--- src/lnbc_pkg.sv ---
package lnbc_pkg;

    // System register bit positions.
    localparam int unsigned POS_CLAMP = 7;
    localparam int unsigned POS_TX = 6;
    localparam int unsigned POS_MODE = 5;
    localparam int unsigned POS_COMP = 4;
    localparam int unsigned POS_LEVEL = 3;
    localparam int unsigned POS_EN = 2;
    localparam int unsigned POS_OTF = 1;
    localparam int unsigned POS_OLF = 0;
    // Control field index inside the six writable bits (bit 7..2 maps to 5..0).
    localparam int unsigned CTL_CLAMP = POS_CLAMP - POS_EN;
    localparam int unsigned CTL_TX = POS_TX - POS_EN;
    localparam int unsigned CTL_MODE = POS_MODE - POS_EN;
    localparam int unsigned CTL_COMP = POS_COMP - POS_EN;
    localparam int unsigned CTL_LEVEL = POS_LEVEL - POS_EN;
    localparam int unsigned CTL_EN = 0;
    localparam logic [5:0] CTRL_RESET = 6'h00;
    localparam logic [7:0] SR_RESET = 8'h00;

    // Bus address: base with the address-select value in the low bits.
    localparam logic [6:0] I2C_BASE_ADDR = 7'h08;
    localparam logic [2:0] LAST_BIT = 3'h7;

    // Protection timing at the system clock rate.
    localparam int unsigned CLK_FREQ_KHZ = 200000;
    localparam int unsigned OFF_TIME_MS = 900;
    localparam int unsigned PERIOD_TIME_MS = 990;
    localparam int unsigned OFF_CYCLES = OFF_TIME_MS * CLK_FREQ_KHZ;
    localparam int unsigned ON_CYCLES = (PERIOD_TIME_MS - OFF_TIME_MS) * CLK_FREQ_KHZ;
    localparam int unsigned TIMER_W = 28;

    // Pins entering from outside the clock domain.
    typedef struct packed {
        logic scl;
        logic sda;
        logic tonePin;
        logic overload;
        logic overtemp;
        logic uvlo;
        logic [1:0] addrSel;
    } lnbc_pins_t;
    localparam int unsigned PIN_W = $bits(lnbc_pins_t);
    localparam lnbc_pins_t PINS_IDLE = '{scl: 1'h1, sda: 1'h1, tonePin: 1'h0, overload: 1'h0,
                                         overtemp: 1'h0, uvlo: 1'h0, addrSel: 2'h0};

    // Enables toward the analog power blocks.
    typedef struct packed {
        logic dcdcEnable;
        logic regulatorEnable;
        logic toneEnable;
        logic levelHigh;
        logic upConvHigh;
        logic cableComp;
        logic txSwitch;
        logic staticClamp;
    } lnbc_power_t;
    localparam lnbc_power_t POWER_OFF = '0;

    typedef enum logic [2:0] {
        BUS_IDLE = 3'b000,
        BUS_ADDR = 3'b001,
        BUS_ADDR_ACK = 3'b010,
        BUS_WRITE = 3'b011,
        BUS_WRITE_ACK = 3'b100,
        BUS_READ = 3'b101,
        BUS_READ_ACK = 3'b110
    } lnbc_bus_state_t;

    typedef enum logic [1:0] {
        PROT_NORMAL = 2'b00,
        PROT_OFF = 2'b01,
        PROT_ON = 2'b10
    } lnbc_prot_state_t;

endpackage : lnbc_pkg

--- src/lnbc_sync.sv ---
`timescale 1ns/10ps
module lnbc_sync #(
    parameter int unsigned W = lnbc_pkg::PIN_W,
    parameter logic [W-1:0] RESET_VAL = '0
) (
    input wire logic clk_sys, // System clock.
    input wire logic reset, // Synchronous reset, active high.
    input wire logic [W-1:0] din, // Asynchronous inputs.
    output logic [W-1:0] dout // Synchronised inputs.
);

    typedef struct packed {
        logic [W-1:0] stage1;
        logic [W-1:0] stage2;
    } lnbc_sync_state_t;

    lnbc_sync_state_t q;
    lnbc_sync_state_t d;

    // Two flip-flops per bit; only the second stage is visible outside.
    always_comb begin
        d = q;
        d.stage1 = din;
        d.stage2 = q.stage1;
    end

    // State register.
    always_ff @(posedge clk_sys) begin
        if (reset) begin
            q <= '{stage1: RESET_VAL, stage2: RESET_VAL};
        end else begin
            q <= d;
        end
    end

    assign dout = q.stage2;

endmodule : lnbc_sync

--- src/lnbc_supply_ctrl.sv ---
`timescale 1ns/10ps
module lnbc_supply_ctrl #(
    parameter logic [27:0] OFF_CYCLES = 28'(lnbc_pkg::OFF_CYCLES),
    parameter logic [27:0] ON_CYCLES = 28'(lnbc_pkg::ON_CYCLES)
) (
    input wire logic clk_sys, // System clock, 200 MHz.
    input wire logic reset, // Power-on reset, synchronous, active high.
    input wire logic sclIn, // Bus clock level.
    input wire logic sdaIn, // Bus data level.
    output logic sdaOut, // Bus data drive value, always low.
    output logic sdaOe, // High while the block pulls data low.
    input wire logic tonePin, // Tone enable or level select pin.
    input wire logic overloadIn, // Analog overload indication.
    input wire logic overtempIn, // Analog over-temperature indication.
    input wire logic uvloIn, // Analog undervoltage indication.
    input wire logic [1:0] addrSel, // Address-select level.
    output lnbc_pkg::lnbc_power_t powerCtrl, // Enables toward the power blocks.
    output logic overtempFlag, // Over-temperature flag.
    output logic overloadFlag // Overload flag.
);

    typedef struct packed {
        logic sclPrev;
        logic sdaPrev;
        lnbc_pkg::lnbc_bus_state_t bus;
        logic [2:0] bitCnt;
        logic full;
        logic [7:0] shift;
        logic rw;
        logic ackd;
        logic [5:0] ctrl;
        logic overtemp_flag;
        logic overload_flag;
        lnbc_pkg::lnbc_prot_state_t prot;
        logic [27:0] pcnt;
        logic seen;
        logic sdaOe;
        lnbc_pkg::lnbc_power_t pwr;
    } lnbc_state_t;

    lnbc_state_t q;
    lnbc_state_t d;
    lnbc_pkg::lnbc_pins_t pinsRaw;
    lnbc_pkg::lnbc_pins_t pinsS;
    logic sclRise;
    logic sclFall;
    logic startDet;
    logic stopDet;
    logic commit;
    logic pwrOk;
    logic [6:0] myAddr;
    logic [7:0] srLive;

    // Every pin from outside the domain passes the two-stage synchroniser.
    assign pinsRaw = '{scl: sclIn, sda: sdaIn, tonePin: tonePin, overload: overloadIn,
                       overtemp: overtempIn, uvlo: uvloIn, addrSel: addrSel};

    lnbc_sync #(
        .W(lnbc_pkg::PIN_W),
        .RESET_VAL(lnbc_pkg::PINS_IDLE)
    ) uSync (
        .clk_sys(clk_sys),
        .reset(reset),
        .din(pinsRaw),
        .dout(pinsS)
    );

    // Next-state logic for the bus slave, the register and the protection timer.
    always_comb begin
        d = q;
        commit = 1'h0;
        d.sclPrev = pinsS.scl;
        d.sdaPrev = pinsS.sda;
        // Edges and bus conditions from synchronised samples only.
        sclRise = pinsS.scl && !q.sclPrev;
        sclFall = !pinsS.scl && q.sclPrev;
        startDet = pinsS.scl && q.sclPrev && q.sdaPrev && !pinsS.sda;
        stopDet = pinsS.scl && q.sclPrev && !q.sdaPrev && pinsS.sda;
        myAddr = lnbc_pkg::I2C_BASE_ADDR | {5'h00, pinsS.addrSel};
        srLive = {q.ctrl, q.overtemp_flag, q.overload_flag};

        // Bus slave; lockout silences it entirely.
        if (pinsS.uvlo) begin
            d.bus = lnbc_pkg::BUS_IDLE;
            d.sdaOe = 1'h0;
            d.full = 1'h0;
        end else if (startDet) begin
            d.bus = lnbc_pkg::BUS_ADDR;
            d.bitCnt = 3'h0;
            d.full = 1'h0;
            d.sdaOe = 1'h0;
        end else if (stopDet) begin
            d.bus = lnbc_pkg::BUS_IDLE;
            d.sdaOe = 1'h0;
            d.full = 1'h0;
        end else begin
            unique case (q.bus)
                lnbc_pkg::BUS_IDLE: begin
                    d.bus = lnbc_pkg::BUS_IDLE;
                end
                lnbc_pkg::BUS_ADDR, lnbc_pkg::BUS_WRITE: begin
                    // Shift in eight bits MSB first on rising clock.
                    if (sclRise) begin
                        d.shift = {q.shift[6:0], pinsS.sda};
                        d.bitCnt = q.bitCnt + 3'h1;
                        d.full = (q.bitCnt == lnbc_pkg::LAST_BIT);
                    end else if (sclFall && q.full) begin
                        d.full = 1'h0;
                        if (q.bus == lnbc_pkg::BUS_ADDR) begin
                            if (q.shift[7:1] == myAddr) begin
                                d.sdaOe = 1'h1;
                                d.rw = q.shift[0];
                                d.bus = lnbc_pkg::BUS_ADDR_ACK;
                            end else begin
                                d.bus = lnbc_pkg::BUS_IDLE;
                            end
                        end else begin
                            commit = 1'h1;
                            d.sdaOe = 1'h1;
                            d.bus = lnbc_pkg::BUS_WRITE_ACK;
                        end
                    end
                end
                lnbc_pkg::BUS_ADDR_ACK: begin
                    // End of ninth pulse: release, or present the first read bit.
                    if (sclFall) begin
                        d.bitCnt = 3'h0;
                        if (q.rw) begin
                            d.bus = lnbc_pkg::BUS_READ;
                            d.shift = srLive;
                            d.sdaOe = !srLive[7];
                        end else begin
                            d.bus = lnbc_pkg::BUS_WRITE;
                            d.sdaOe = 1'h0;
                        end
                    end
                end
                lnbc_pkg::BUS_WRITE_ACK: begin
                    if (sclFall) begin
                        d.bus = lnbc_pkg::BUS_WRITE;
                        d.sdaOe = 1'h0;
                        d.bitCnt = 3'h0;
                    end
                end
                lnbc_pkg::BUS_READ: begin
                    // Count bits on rising clock, change data only after falling clock.
                    if (sclRise) begin
                        d.bitCnt = q.bitCnt + 3'h1;
                        d.full = (q.bitCnt == lnbc_pkg::LAST_BIT);
                    end else if (sclFall) begin
                        if (q.full) begin
                            d.full = 1'h0;
                            d.sdaOe = 1'h0;
                            d.bus = lnbc_pkg::BUS_READ_ACK;
                        end else begin
                            d.shift = {q.shift[6:0], 1'h0};
                            d.sdaOe = !q.shift[6];
                        end
                    end
                end
                lnbc_pkg::BUS_READ_ACK: begin
                    // Master ack sends another byte; no ack ends the read.
                    if (sclRise) begin
                        d.ackd = !pinsS.sda;
                    end else if (sclFall) begin
                        if (q.ackd) begin
                            d.bus = lnbc_pkg::BUS_READ;
                            d.shift = srLive;
                            d.sdaOe = !srLive[7];
                            d.bitCnt = 3'h0;
                        end else begin
                            d.bus = lnbc_pkg::BUS_IDLE;
                        end
                    end
                end
                default: begin
                    d.bus = lnbc_pkg::BUS_IDLE;
                    d.sdaOe = 1'h0;
                end
            endcase
        end

        // Only the six control bits are written; lockout zeroes them.
        if (pinsS.uvlo) begin
            d.ctrl = lnbc_pkg::CTRL_RESET;
        end else if (commit) begin
            d.ctrl = q.shift[lnbc_pkg::POS_CLAMP:lnbc_pkg::POS_EN];
        end

        // Over-temperature flag follows the hysteretic indication.
        d.overtemp_flag = pinsS.overtemp && !pinsS.uvlo;

        // Overload handling: static clamp or pulsed off/on cycling.
        if (!q.ctrl[lnbc_pkg::CTL_EN] || pinsS.uvlo) begin
            d.prot = lnbc_pkg::PROT_NORMAL;
            d.pcnt = 28'h0;
            d.seen = 1'h0;
            d.overload_flag = 1'h0;
        end else if (q.ctrl[lnbc_pkg::CTL_CLAMP]) begin
            d.prot = lnbc_pkg::PROT_NORMAL;
            d.pcnt = 28'h0;
            d.overload_flag = pinsS.overload;
        end else begin
            unique case (q.prot)
                lnbc_pkg::PROT_NORMAL: begin
                    d.overload_flag = 1'h0;
                    if (pinsS.overload) begin
                        d.prot = lnbc_pkg::PROT_OFF;
                        d.overload_flag = 1'h1;
                        d.pcnt = 28'h0;
                    end
                end
                lnbc_pkg::PROT_OFF: begin
                    if (q.pcnt == OFF_CYCLES - 28'h1) begin
                        d.prot = lnbc_pkg::PROT_ON;
                        d.pcnt = 28'h0;
                        d.seen = 1'h0;
                    end else begin
                        d.pcnt = q.pcnt + 28'h1;
                    end
                end
                lnbc_pkg::PROT_ON: begin
                    d.seen = q.seen || pinsS.overload;
                    if (q.pcnt == ON_CYCLES - 28'h1) begin
                        d.pcnt = 28'h0;
                        d.seen = 1'h0;
                        if (q.seen || pinsS.overload) begin
                            d.prot = lnbc_pkg::PROT_OFF;
                        end else begin
                            d.prot = lnbc_pkg::PROT_NORMAL;
                            d.overload_flag = 1'h0;
                        end
                    end else begin
                        d.pcnt = q.pcnt + 28'h1;
                    end
                end
                default: begin
                    d.prot = lnbc_pkg::PROT_NORMAL;
                end
            endcase
        end

        // Power-block enables from control bits, flags and the mode pin.
        pwrOk = q.ctrl[lnbc_pkg::CTL_EN] && !q.overtemp_flag && !pinsS.uvlo;
        d.pwr.dcdcEnable = pwrOk;
        d.pwr.regulatorEnable = pwrOk && (q.prot != lnbc_pkg::PROT_OFF);
        d.pwr.toneEnable = pwrOk && !q.ctrl[lnbc_pkg::CTL_MODE] && pinsS.tonePin;
        d.pwr.levelHigh = pwrOk && (q.ctrl[lnbc_pkg::CTL_MODE] ? pinsS.tonePin
                                    : q.ctrl[lnbc_pkg::CTL_LEVEL]);
        d.pwr.upConvHigh = pwrOk && q.ctrl[lnbc_pkg::CTL_LEVEL];
        d.pwr.cableComp = pwrOk && q.ctrl[lnbc_pkg::CTL_COMP];
        d.pwr.txSwitch = pwrOk && q.ctrl[lnbc_pkg::CTL_TX];
        d.pwr.staticClamp = q.ctrl[lnbc_pkg::CTL_CLAMP];
    end

    // State register; power-on clears the whole system register.
    always_ff @(posedge clk_sys) begin
        if (reset) begin
            q <= '{sclPrev: 1'h1, sdaPrev: 1'h1, bus: lnbc_pkg::BUS_IDLE, bitCnt: 3'h0,
                   full: 1'h0, shift: lnbc_pkg::SR_RESET, rw: 1'h0, ackd: 1'h0,
                   ctrl: lnbc_pkg::CTRL_RESET, overtemp_flag: 1'h0, overload_flag: 1'h0,
                   prot: lnbc_pkg::PROT_NORMAL, pcnt: 28'h0, seen: 1'h0, sdaOe: 1'h0,
                   pwr: lnbc_pkg::POWER_OFF};
        end else begin
            q <= d;
        end
    end

    // Outputs straight from the state register; data is only ever pulled low.
    assign sdaOut = 1'h0;
    assign sdaOe = q.sdaOe;
    assign powerCtrl = q.pwr;
    assign overtempFlag = q.overtemp_flag;
    assign overloadFlag = q.overload_flag;

    // Checks kept beside the logic they guard.
    chk_reset_clears: assert property (@(posedge clk_sys) reset |=> (q.ctrl == 6'h00
        && !overloadFlag && !overtempFlag)) else $error("register not cleared by reset");
    chk_standby_off: assert property (@(posedge clk_sys) disable iff (reset)
        !q.ctrl[lnbc_pkg::CTL_EN] |=> !powerCtrl.dcdcEnable && !powerCtrl.regulatorEnable
        && !powerCtrl.toneEnable) else $error("power enabled in standby");
    chk_tone_route: assert property (@(posedge clk_sys) disable iff (reset)
        (pwrOk && !q.ctrl[lnbc_pkg::CTL_MODE]) |=> powerCtrl.toneEnable == $past(pinsS.tonePin)
        && powerCtrl.levelHigh == $past(q.ctrl[lnbc_pkg::CTL_LEVEL]))
        else $error("tone mode routing wrong");
    chk_level_pin: assert property (@(posedge clk_sys) disable iff (reset)
        (pwrOk && q.ctrl[lnbc_pkg::CTL_MODE]) |=> powerCtrl.levelHigh == $past(pinsS.tonePin)
        && !powerCtrl.toneEnable) else $error("level mode routing wrong");
    chk_comp_step: assert property (@(posedge clk_sys) disable iff (reset)
        pwrOk |=> powerCtrl.cableComp == $past(q.ctrl[lnbc_pkg::CTL_COMP]))
        else $error("cable compensation wrong");
    chk_overload_trip: assert property (@(posedge clk_sys) disable iff (reset)
        (pwrOk && !pinsS.uvlo && !q.ctrl[lnbc_pkg::CTL_CLAMP] && q.prot == lnbc_pkg::PROT_NORMAL
        && pinsS.overload) |=> overloadFlag && q.prot == lnbc_pkg::PROT_OFF
        ##1 !powerCtrl.regulatorEnable) else $error("overload did not trip");
    chk_off_bound: assert property (@(posedge clk_sys) disable iff (reset)
        q.prot == lnbc_pkg::PROT_OFF |-> q.pcnt < OFF_CYCLES)
        else $error("off period overran");
    chk_off_to_on: assert property (@(posedge clk_sys) disable iff (reset)
        (q.ctrl[lnbc_pkg::CTL_EN] && !q.ctrl[lnbc_pkg::CTL_CLAMP] && !pinsS.uvlo
        && q.prot == lnbc_pkg::PROT_OFF && q.pcnt == OFF_CYCLES - 28'h1)
        |=> q.prot == lnbc_pkg::PROT_ON && q.pcnt == 28'h0) else $error("off end missed");
    chk_clean_on: assert property (@(posedge clk_sys) disable iff (reset)
        (q.ctrl[lnbc_pkg::CTL_EN] && !q.ctrl[lnbc_pkg::CTL_CLAMP] && !pinsS.uvlo
        && q.prot == lnbc_pkg::PROT_ON && q.pcnt == ON_CYCLES - 28'h1 && !q.seen
        && !pinsS.overload) |=> !overloadFlag && q.prot == lnbc_pkg::PROT_NORMAL)
        else $error("flag kept after clean on period");
    chk_static_flag: assert property (@(posedge clk_sys) disable iff (reset)
        (q.ctrl[lnbc_pkg::CTL_EN] && q.ctrl[lnbc_pkg::CTL_CLAMP] && !pinsS.uvlo)
        |=> overloadFlag == $past(pinsS.overload)) else $error("clamp flag wrong");
    chk_overtemp_off: assert property (@(posedge clk_sys) disable iff (reset)
        pinsS.overtemp && !pinsS.uvlo |=> overtempFlag ##1 !powerCtrl.dcdcEnable
        && !powerCtrl.regulatorEnable) else $error("overtemp not handled");
    chk_uvlo_silent: assert property (@(posedge clk_sys) disable iff (reset)
        pinsS.uvlo |=> !sdaOe && q.ctrl == 6'h00) else $error("bus active in lockout");
    chk_sda_stable: assert property (@(posedge clk_sys) disable iff (reset)
        (pinsS.scl && $past(pinsS.scl) && !$past(pinsS.uvlo)) |-> $stable(q.sdaOe))
        else $error("data changed while clock high");
    chk_write_mask: assert property (@(posedge clk_sys) disable iff (reset)
        (commit && !pinsS.uvlo) |=> q.ctrl == $past(q.shift[7:2]))
        else $error("write not stored");

endmodule : lnbc_supply_ctrl

--- config.mk ---
export PLATFORM = sky130hd
export DESIGN_NAME = lnbc_supply_ctrl
export DESIGN_NICKNAME = d
export VERILOG_FILES = /design/src/lnbc_pkg.sv /design/src/lnbc_sync.sv /design/src/lnbc_supply_ctrl.sv
export SDC_FILE = /design/constraint.sdc
export NUM_CORES = 1
export LEC_CHECK = 0
export BUFFER_PORTS_ARGS = -buffer_cell sky130_fd_sc_hd__buf_4
export CORE_ASPECT_RATIO = 0.8
export CORE_MARGIN = 2
export CORE_UTILIZATION = 29
export CTS_CLUSTER_DIAMETER = 150
export DETAILED_ROUTE_END_ITERATION = 12
export GPL_ROUTABILITY_DRIVEN = 0
export HOLD_SLACK_MARGIN = 0.12
export PLACE_DENSITY = 0.44
export SYNTH_ARGS = -nofsm -noshare
export SYNTH_HDL_FRONTEND = slang
export SYNTH_HIERARCHICAL = 1
export SYNTH_SLANG_ARGS = --single-unit
--- constraint.sdc ---
create_clock -name clk_sys -period 3 [get_ports clk_sys]
set_clock_uncertainty 0.1 [all_clocks]
set_input_delay 0.6 -clock clk_sys [delete_from_list [all_inputs] [get_ports clk_sys]]
set_output_delay 0.6 -clock clk_sys [all_outputs]
set_load 0.01 [all_outputs]
; Yosys cells after proc, flatten, opt, wreduce, memory -nomap -nowiden
; Cells that the tools add are included.
[op_classes]
addsub = 2
n_eq_ne = 50
n_mux = 71
bitwise = 6
reduce_logical = 56
[op_table]
columns = op, count
row1 = $pmux 28 s3, 1
row2 = $mux 8, 8
row3 = $mux 31, 2
row4 = $mux 28, 2
row5 = $mux 3, 12
row6 = $ne 4x4->1 const B, 9
row7 = $ne 2x2->1 const B, 16
row8 = $pmux 8 s4, 1
row9 = $mux 1, 30
row10 = $ne 3x3->1 const B, 10
row11 = $add 28x1->28 const B, 1
row12 = $eq 28x25->1 const B, 1
row13 = $eq 28x28->1 const B, 1
row14 = $reduce_and 9->1, 3
row15 = $mux 6, 4
row16 = $logic_and 1x1->1, 18
row17 = $pmux 3 s5, 1
row18 = $reduce_and 13->1, 1
row19 = $eq 3x3->1 const B, 4
row20 = $pmux 3 s4, 1
row21 = $reduce_and 3->1, 4
row22 = $reduce_and 11->1, 1
row23 = $logic_not 1->1, 10
row24 = $mux 9, 1
row25 = other kinds (27), 43
[word_totals]
register_bits = 83
output_inout_bits = 12
wordCells = 211

; Logic depth before layout (Yosys ltp)
; Gate-level depths: netlist of run 1.
[depth]
depth_word = 9
depth_mapped = 9
ltp_nobuf = 7

; By module
; Netlist of run 1, hierarchy kept.
[modules_own_cells]
columns = module, instances, cells_each, area_each_um2, seq_area_each_um2
row1 = lnbc_supply_ctrl, 1, 481, 3888.7, 1341.3
row2 = lnbc_sync, 1, 33, 439.2, 320.3

; Least setup slack after synthesis of run 1
; No wires, ideal clock.
[synth_timing]
path_kind = reg2reg
start = reg q[20] in the netlist's numbering
end = reg q[38] in the netlist's numbering
setup_ps = 71
t_arrival_ps = 2272
t_required_ps = 2829
path_slack_ps = 557
path_stages_with_launch = 7
path_buffers = 1
synth_period_minus_slack_ps = 2443
path_cell_list = dfxtp_1 > or4_1 > or4_1 > o21a_1 > buf_6 > or4_1 > a21oi_1
[synth_between]
elab_chain_cells = 3
elab_cells_between_ends = 5
classes_between = eq/ne: 4 / reduce/logical: 1
[synth_rtl]
columns = element, line_no
row1 = start: declaration, lnbc_supply_ctrl.sv:41  ; lnbc_state_t q;
row2 = start signal: assignment, lnbc_supply_ctrl.sv:259  ; q <= '{sclPrev: 1'h1, sdaPrev: 1'h1, bus: lnbc_pkg::BUS_IDLE, bitCnt: 3'h0,
row3 = $eq 28x25->1 or $eq 28x28->1 (tied branches), "lnbc_supply_ctrl.sv:224, lnbc_supply_ctrl.sv:214"
row4 = $ne 2x2->1 (no source line), n/a
row5 = $reduce_and 3->1 (no source line) (*), n/a
; Mark *: on every way between the ends. The rest lies on a longest branch, timed or not.
; A chain may end at the register's enable or synchronous reset.

; Worst setup path in the final report of run 1
[layout_timing]
start = reg q[10] in the netlist's numbering
end = reg q[9] in the netlist's numbering
[layout_between]
elab_chain_cells = 3
elab_cells_between_ends = 6
classes_between = eq/ne: 3 / mux: 2 / reduce/logical: 1
[layout_rtl]
columns = element, line_no
row1 = $eq 28x25->1 or $eq 28x28->1 (tied branches), "lnbc_supply_ctrl.sv:224, lnbc_supply_ctrl.sv:214"
row2 = $mux 1 or $ne 2x2->1 (tied branches), n/a
row3 = $pmux 1 s2 or $reduce_and 3->1 (tied branches), n/a
; Parallel ways exist; a longest one is shown, timed or not.

==> reports/metrics.cfg, run 1 <==
[setup_path]
crit_path_max_incr_delay_ns = 0.62
cp_slowest_cell = or4_1
required_ns = 3.15
critPathMaxFanout = 11
crit_path_start_kind = flip-flop
critPathCaptureType = flip-flop
worstSetupPathType = flip-flop to flip-flop
worst-path-buf-inv = 0
path_delay_family = simple AND/OR/NAND/NOR gates
arrival_ns = 2.86
cp_cell_sequence = ha_1 -> nand3_1 -> or4_1 -> o21a_1 -> or4b_1 -> o211a_1

[global_routing]
grt.total_usage_pct = 15.5
first_global_vias = 3630
grt_max_degree = 35
grt_overflow = 0
grt_first_pass_wirelength_mm = 19.4
antenna_found_initial = 0

[detailed_routing]
postRouteAntennaNets = 0
drt-initial-drc-count = 284
remaining_drc_errors = 0
viasPerCell = 5.32
dr.pass1.iters = 5
avgRoutedWirePerCell_um = 16.6
vias = 3801
routed_wl_mm = 11.8

[finish]
fillers = 1509
final_cells = 714
layout-drive-gt1-share_pct = 13.0
multi_input_area_um2 = 2390
area_delta_synth_final_pct = 15.4
seqCellArea_um2 = 1660
fin_nets = 545
n_antenna_cell = 0

[clocking]
cts_buffer_depth = 2
postCtsSetupBuffers = 0
cts_root_buf = clkbuf_16
h-tree-depth = 3
clk_latency_ns = 0.35
numCtsBuffers = 9
cts_resized = 0
cts_tree = done
cts_sinks = 83
cts_hold_buf = 0
clkTransAtPathRegs_ns = 0.07

[synthesis]
yosys_warnings = 6
ys.flop_type = dfxtp_1
synthTopCellsByArea = dfxtp_1 38%, nand2_1 4.4%, o2111ai_1 4.2%, o211ai_1 4.0%, ha_1 2.9%
syn_nets = 534
syn_area_um2 = 4330
synth_cells = 514
synth-edff-count = 0
yosysMostFrequentCell = dfxtp_1
async_flop_share_pct = 0
synth_top_area_share_pct = 38.4
yosysUniqueCellTypes = 61
ys_ff_latch = 83
synth_top_area_cell = dfxtp_1
syn_area_per_cell_um2 = 8.42
seq_area_frac_synth_pct = 38.4
synthTopCellsByCount = 83 x dfxtp_1, 51 x nand2_1, 32 x nor2_1

[flow_run]
maxCapViolations = 0

[sta]
fmax_ghz = 0.369
slew_headroom_pct = 53.1
finalHoldViolations = 0
setup_viol = 0
finalMaxSlewViolations = 0
layout_min_cycle_time_ns = 2.71
rsz0062_at_grt = false
worst_slew_pin_slew_ns = 0.699
setup_tns_ns = 0
period_share_pct = 90.2

[placement]
place_inst = 698
place.port_buffers = 20
dp_hpwl_mm = 8.17

[status]
outcome = complete, no violations

[floorplan]
ioPinCount = 22
initial_core_util_pct = 30.0
die_w_um = 141
die-area_um2 = 15900
dieHeight_um = 113
core_area_um2 = 14400
core.rowCount = 39

[worst_hold_path]
worstHoldPathType = flip-flop to flip-flop

[pwr]
leakagePower_nw = 1.72
vdd_drop_max_v = 0.000289
power.density_nw_per_um2 = 495

[per-layer routing]
layer / vias to the layer above / GRT usage, % / share of wire, %
met4: 0 / 4.33 / 0.95
li1: 1892 / - / -
met2: 100 / 20.8 / 39
met3: 8 / 4.53 / 5.2
met1: 1801 / 23.7 / 55
met5: - / 0 / 0
[metrics by stage]
step | power (mW) | cell area [um^2] | utilization (%) | hold slack (ns) | worst slack [ns]
floorplan | 1.21 | 4330 | - | 0.283 | 0.557
CTS | 2.52 | 4990 | 34.6 | 0.305 | 0.330
global route | 2.57 | 4990 | 34.6 | 0.310 | 0.123
finish | 2.47 | 4990 | 34.6 | 0.305 | 0.293
global placement | 1.24 | 4660 | 32.3 | 0.289 | 0.412
detailed placement | 1.24 | 4660 | 32.3 | 0.291 | 0.355
[worst paths after layout]
| check | from | endpoint | slack [ns] | cells after the start |
|---|---|---|---|---|
| min | uSync/d[7] | uSync/dout[7] | 0.31 | 1 |
| max reg2reg | q[10] | q[9] | 0.29 | 6 |
| max | q[10] | q[9] | 0.29 | 6 |
| min reg2reg | uSync/d[7] | uSync/dout[7] | 0.31 | 1 |
[layout make-up]
cell class	count	area share (%)
multi-input cells	369	47.9
repair buffers	38	5.71
inverters	24	1.80
clock inverters	6	1.90
flip-flops and latches	83	33.3
well taps	184	4.61
clock buffers	10	4.79
[power by group]
group / leakage, nW / internal (mW) / switching [mW] / total (mW)
Clock: 0.164 / 0.762 / 0.492 / 1.25
Combinational: 0.878 / 0.0376 / 0.0430 / 0.0805
Sequential: 0.673 / 1.12 / 0.0157 / 1.13
[flip-flops by register name, summed over array words and instances, names as in the netlist]
name and cells:
overtempFlag 1, powerCtrl 8, d 1, uSync/d 8
uSync/dout 8, sdaOe 1, overloadFlag 1, q 55
[layout by cell type (no fill, tap or decap), drive strengths merged, types with 3 or more instances in the layout]
| cell type | n |
|---|---|
| nor2 | 32 |
| a21oi | 19 |
| nor4 | 6 |
| or2 | 21 |
| a311oi | 7 |
| a31oi | 4 |
| nand4 | 15 |
| inv | 27 |
| or4 | 7 |
| dfxtp | 83 |
| and3 | 9 |
| nor3 | 8 |
| nand2 | 51 |
| mux2i | 12 |
| o2111ai | 21 |
| a21o | 5 |
| and4 | 3 |
| o21ai | 10 |
| xor2 | 5 |
| xnor2 | 3 |
| and2 | 7 |
| nand4bb | 3 |
| nand3 | 13 |
| nand2b | 15 |
| buf | 38 |
| clkbuf | 10 |
| a211oi | 3 |
| and2b | 6 |
| ha | 10 |
| o22ai | 3 |
| or3 | 3 |
| o211ai | 23 |
| o31ai | 5 |
| nor2b | 12 |
[worst register-to-register path, stage by stage (launching register included)]
cell and delay (ns):
dfxtp_1 0.41, ha_1 0.24, nand3_1 0.21, or4_1 0.62, o21a_1 0.34, or4b_1 0.55, o211a_1 0.14
[logic make-up (layout without fill, tap and decap cells)]
group           count (synthesis)  in the layout  synth area share [%]
other cells                     1              1                0.0866
buf+inv                        62             78                  6.53
fa+ha+maj                      11             11                  3.12
simple gates                  223            223                  28.4
flops                          83             83                  38.4
compound gates                114            114                  19.0
xor+xnor                        8              8                  1.62
mux                            12             12                  2.78
(Power assumes the default switching activity.)
==> run 2, diff against run 1 <==
CTS_BUF_LIST = sky130_fd_sc_hd__clkbuf_4   (was unset)
==> run 2 against run 1 <==
Critical path depth did not move. Register-to-register slack about the same. Non-clock buffer count is the same. Total power is 19% lower. Combinational power barely moved. Routed wire length decreased by 0.92%. Die area stayed put. Via count is 0.97% lower. Utilization shrank 1.1 points. Highest routed layer unchanged.
==> reports/metrics.cfg, run 2 (synthesis gave the netlist of run 1 again) <==
[status]
outcome = complete, no violations

[floorplan]
die_w_um = 141  ; unchanged
die-area_um2 = 15900  ; unchanged
core_area_um2 = 14400  ; unchanged
initial_core_util_pct = 30.0  ; unchanged
ioPinCount = 22  ; unchanged
dieHeight_um = 113  ; unchanged
core.rowCount = 39  ; unchanged

[finish]
seqCellArea_um2 = 1660  ; unchanged
final_cell_mix = 83 x dfxtp_1, 51 x nand2_1, 38 x buf_4, 32 x nor2_1, 24 x inv_1
layout_commonest_cell = dfxtp_1
layout-drive-gt1-share_pct = 12.8  ; -0.19 points
fin_nets = 545  ; unchanged
area_delta_synth_final_pct = 11.5
largest_reg_flops = 55  ; unchanged
design_area_um2 = 4830  ; -3.3%
multi_input_area_um2 = 2390  ; unchanged
fin_util_pct = 33.4  ; -1.1 points
fillers = 1534  ; +1.7%
top_register = q

[sta]
slew_headroom_pct = 54.6  ; +1.5 points
layout_min_cycle_time_ns = 2.72  ; +0.00960 ns
worst_slew_pin_slew_ns = 0.677  ; -0.0218 ns
rsz0062_at_grt = false
finalHoldViolations = 0  ; unchanged
setup_viol = 0  ; unchanged
fmax_ghz = 0.368  ; -0.35%
finalMaxSlewViolations = 0  ; unchanged
setup_tns_ns = 0  ; unchanged
period_share_pct = 90.5  ; +0.32 points

[setup_path]
worstSetupPathType = flip-flop to flip-flop
crit_path_start = q[10]
critPathCaptureType = flip-flop
critPathMaxFanout = 11  ; unchanged
arrival_ns = 3.00  ; +0.14 ns
reg2reg_from = q[10]
crit_path_start_kind = flip-flop
required_ns = 3.28  ; +0.13 ns

[placement]
dp_hpwl_mm = 8.17  ; unchanged
place.port_buffers = 20  ; unchanged
placed_cell_area_um2 = 4660  ; unchanged

[detailed_routing]
postRouteAntennaNets = 0  ; unchanged
avgRoutedWirePerCell_um = 16.4  ; -1.1%
viasPerCell = 5.26  ; -1.1%
remaining_drc_errors = 0  ; unchanged
dr.pass1.iters = 5  ; unchanged
vias = 3764  ; -0.97%
drt-initial-drc-count = 291  ; +2.5%
routed_wl_mm = 11.7  ; -0.92%

[clocking]
cts_hold_buf = 0  ; unchanged
postCtsSetupBuffers = 0  ; unchanged
cts_sinks = 83  ; unchanged
clk_latency_ns = 0.47  ; +0.12 ns
cts_root_buf = clkbuf_4
cts_tree = done
clkTransAtPathRegs_ns = 0.15  ; +0.08 ns
cts_resized = 0  ; unchanged
h-tree-depth = 3  ; unchanged
cts_buffer_depth = 2  ; unchanged
numCtsBuffers = 9  ; unchanged

[worst_hold_path]
hold_path.startpoint = sclIn
worstHoldPathType = input port to flip-flop

[global_routing]
grt.total_usage_pct = 15.4  ; -0.099 points
grt_overflow = 0  ; unchanged
antenna_found_initial = 1  ; +1
grt_first_pass_wirelength_mm = 19.3  ; -0.43%
first_global_vias = 3601  ; -0.80%
grt_max_degree = 35  ; unchanged

[flow_run]
maxCapViolations = 0  ; unchanged

[pwr]
leakagePower_nw = 1.64  ; -4.4%
power.density_nw_per_um2 = 414  ; -16%
vdd_drop_max_v = 0.000273  ; -5.3%

## run 2: cell count changes in the layout (fill, tap and decap cells not counted)
cell / delta
clkbuf_16: -9
clkbuf_4: +9
clkbuf_8: -1
clkinv_1: +1
diode_2: +1
## run 2: final timing paths
check | endpoint | slack, ns | cells past startpoint
worst max-delay path | q[9] | 0.28 | 6
worst min-delay path | uSync/d[7] | 0.20 | 2
worst max register to register | q[9] | 0.28 | 6
worst min register to register | uSync/dout[7] | 0.32 | 1
## run 2: cell type report
cell class | instances | share of cell area [%]
Antenna cell | 1 | 0.0518
Clock buffer | 9 | 1.40
Clock inverter | 7 | 2.05
Inverter | 24 | 1.87
Multi-Input combinational cell | 369 | 49.5
Sequential cell | 83 | 34.4
Tap cell | 184 | 4.77
Timing Repair Buffer | 38 | 5.91
## run 2: power by group
group / switching [mW] / internal, mW / total [mW]
logic: 0.0426 / 0.0376 / 0.0802
registers: 0.0155 / 1.12 / 1.13
clock network: 0.437 / 0.345 / 0.783
total: 0.495 / 1.50 / 2.00
## run 2: critical path, stage by stage, from the launching register on
cell and delay [ns]:
dfxtp_1 0.44, ha_1 0.24, nand3_1 0.21, or4_1 0.62, o21a_1 0.34, or4b_1 0.55, o211a_1 0.14
## run 2: stage by stage
| step | hold WS [ns] | power, mW | instances | setup slack [ns] |
|---|---|---|---|---|
| detailed placement | 0.291 | 1.24 | 698 | 0.355 |
| global route | 0.121 | 2.10 | 715 | 0.118 |
| finish | 0.198 | 2.00 | 715 | 0.284 |
| CTS | 0.150 | 2.04 | 714 | 0.315 |
| global placement | 0.289 | 1.24 | 698 | 0.412 |
| floorplan | 0.283 | 1.21 | 514 | 0.557 |
## run 2: layer usage
layer / track usage, % / up-vias / routed length (um)
li1: - / 1887 / -
met1: 23.6 / 1773 / 6470
met2: 20.7 / 97 / 4540
met3: 4.66 / 7 / 600
met4: 3.93 / 0 / 99
met5: 0 / - / 0
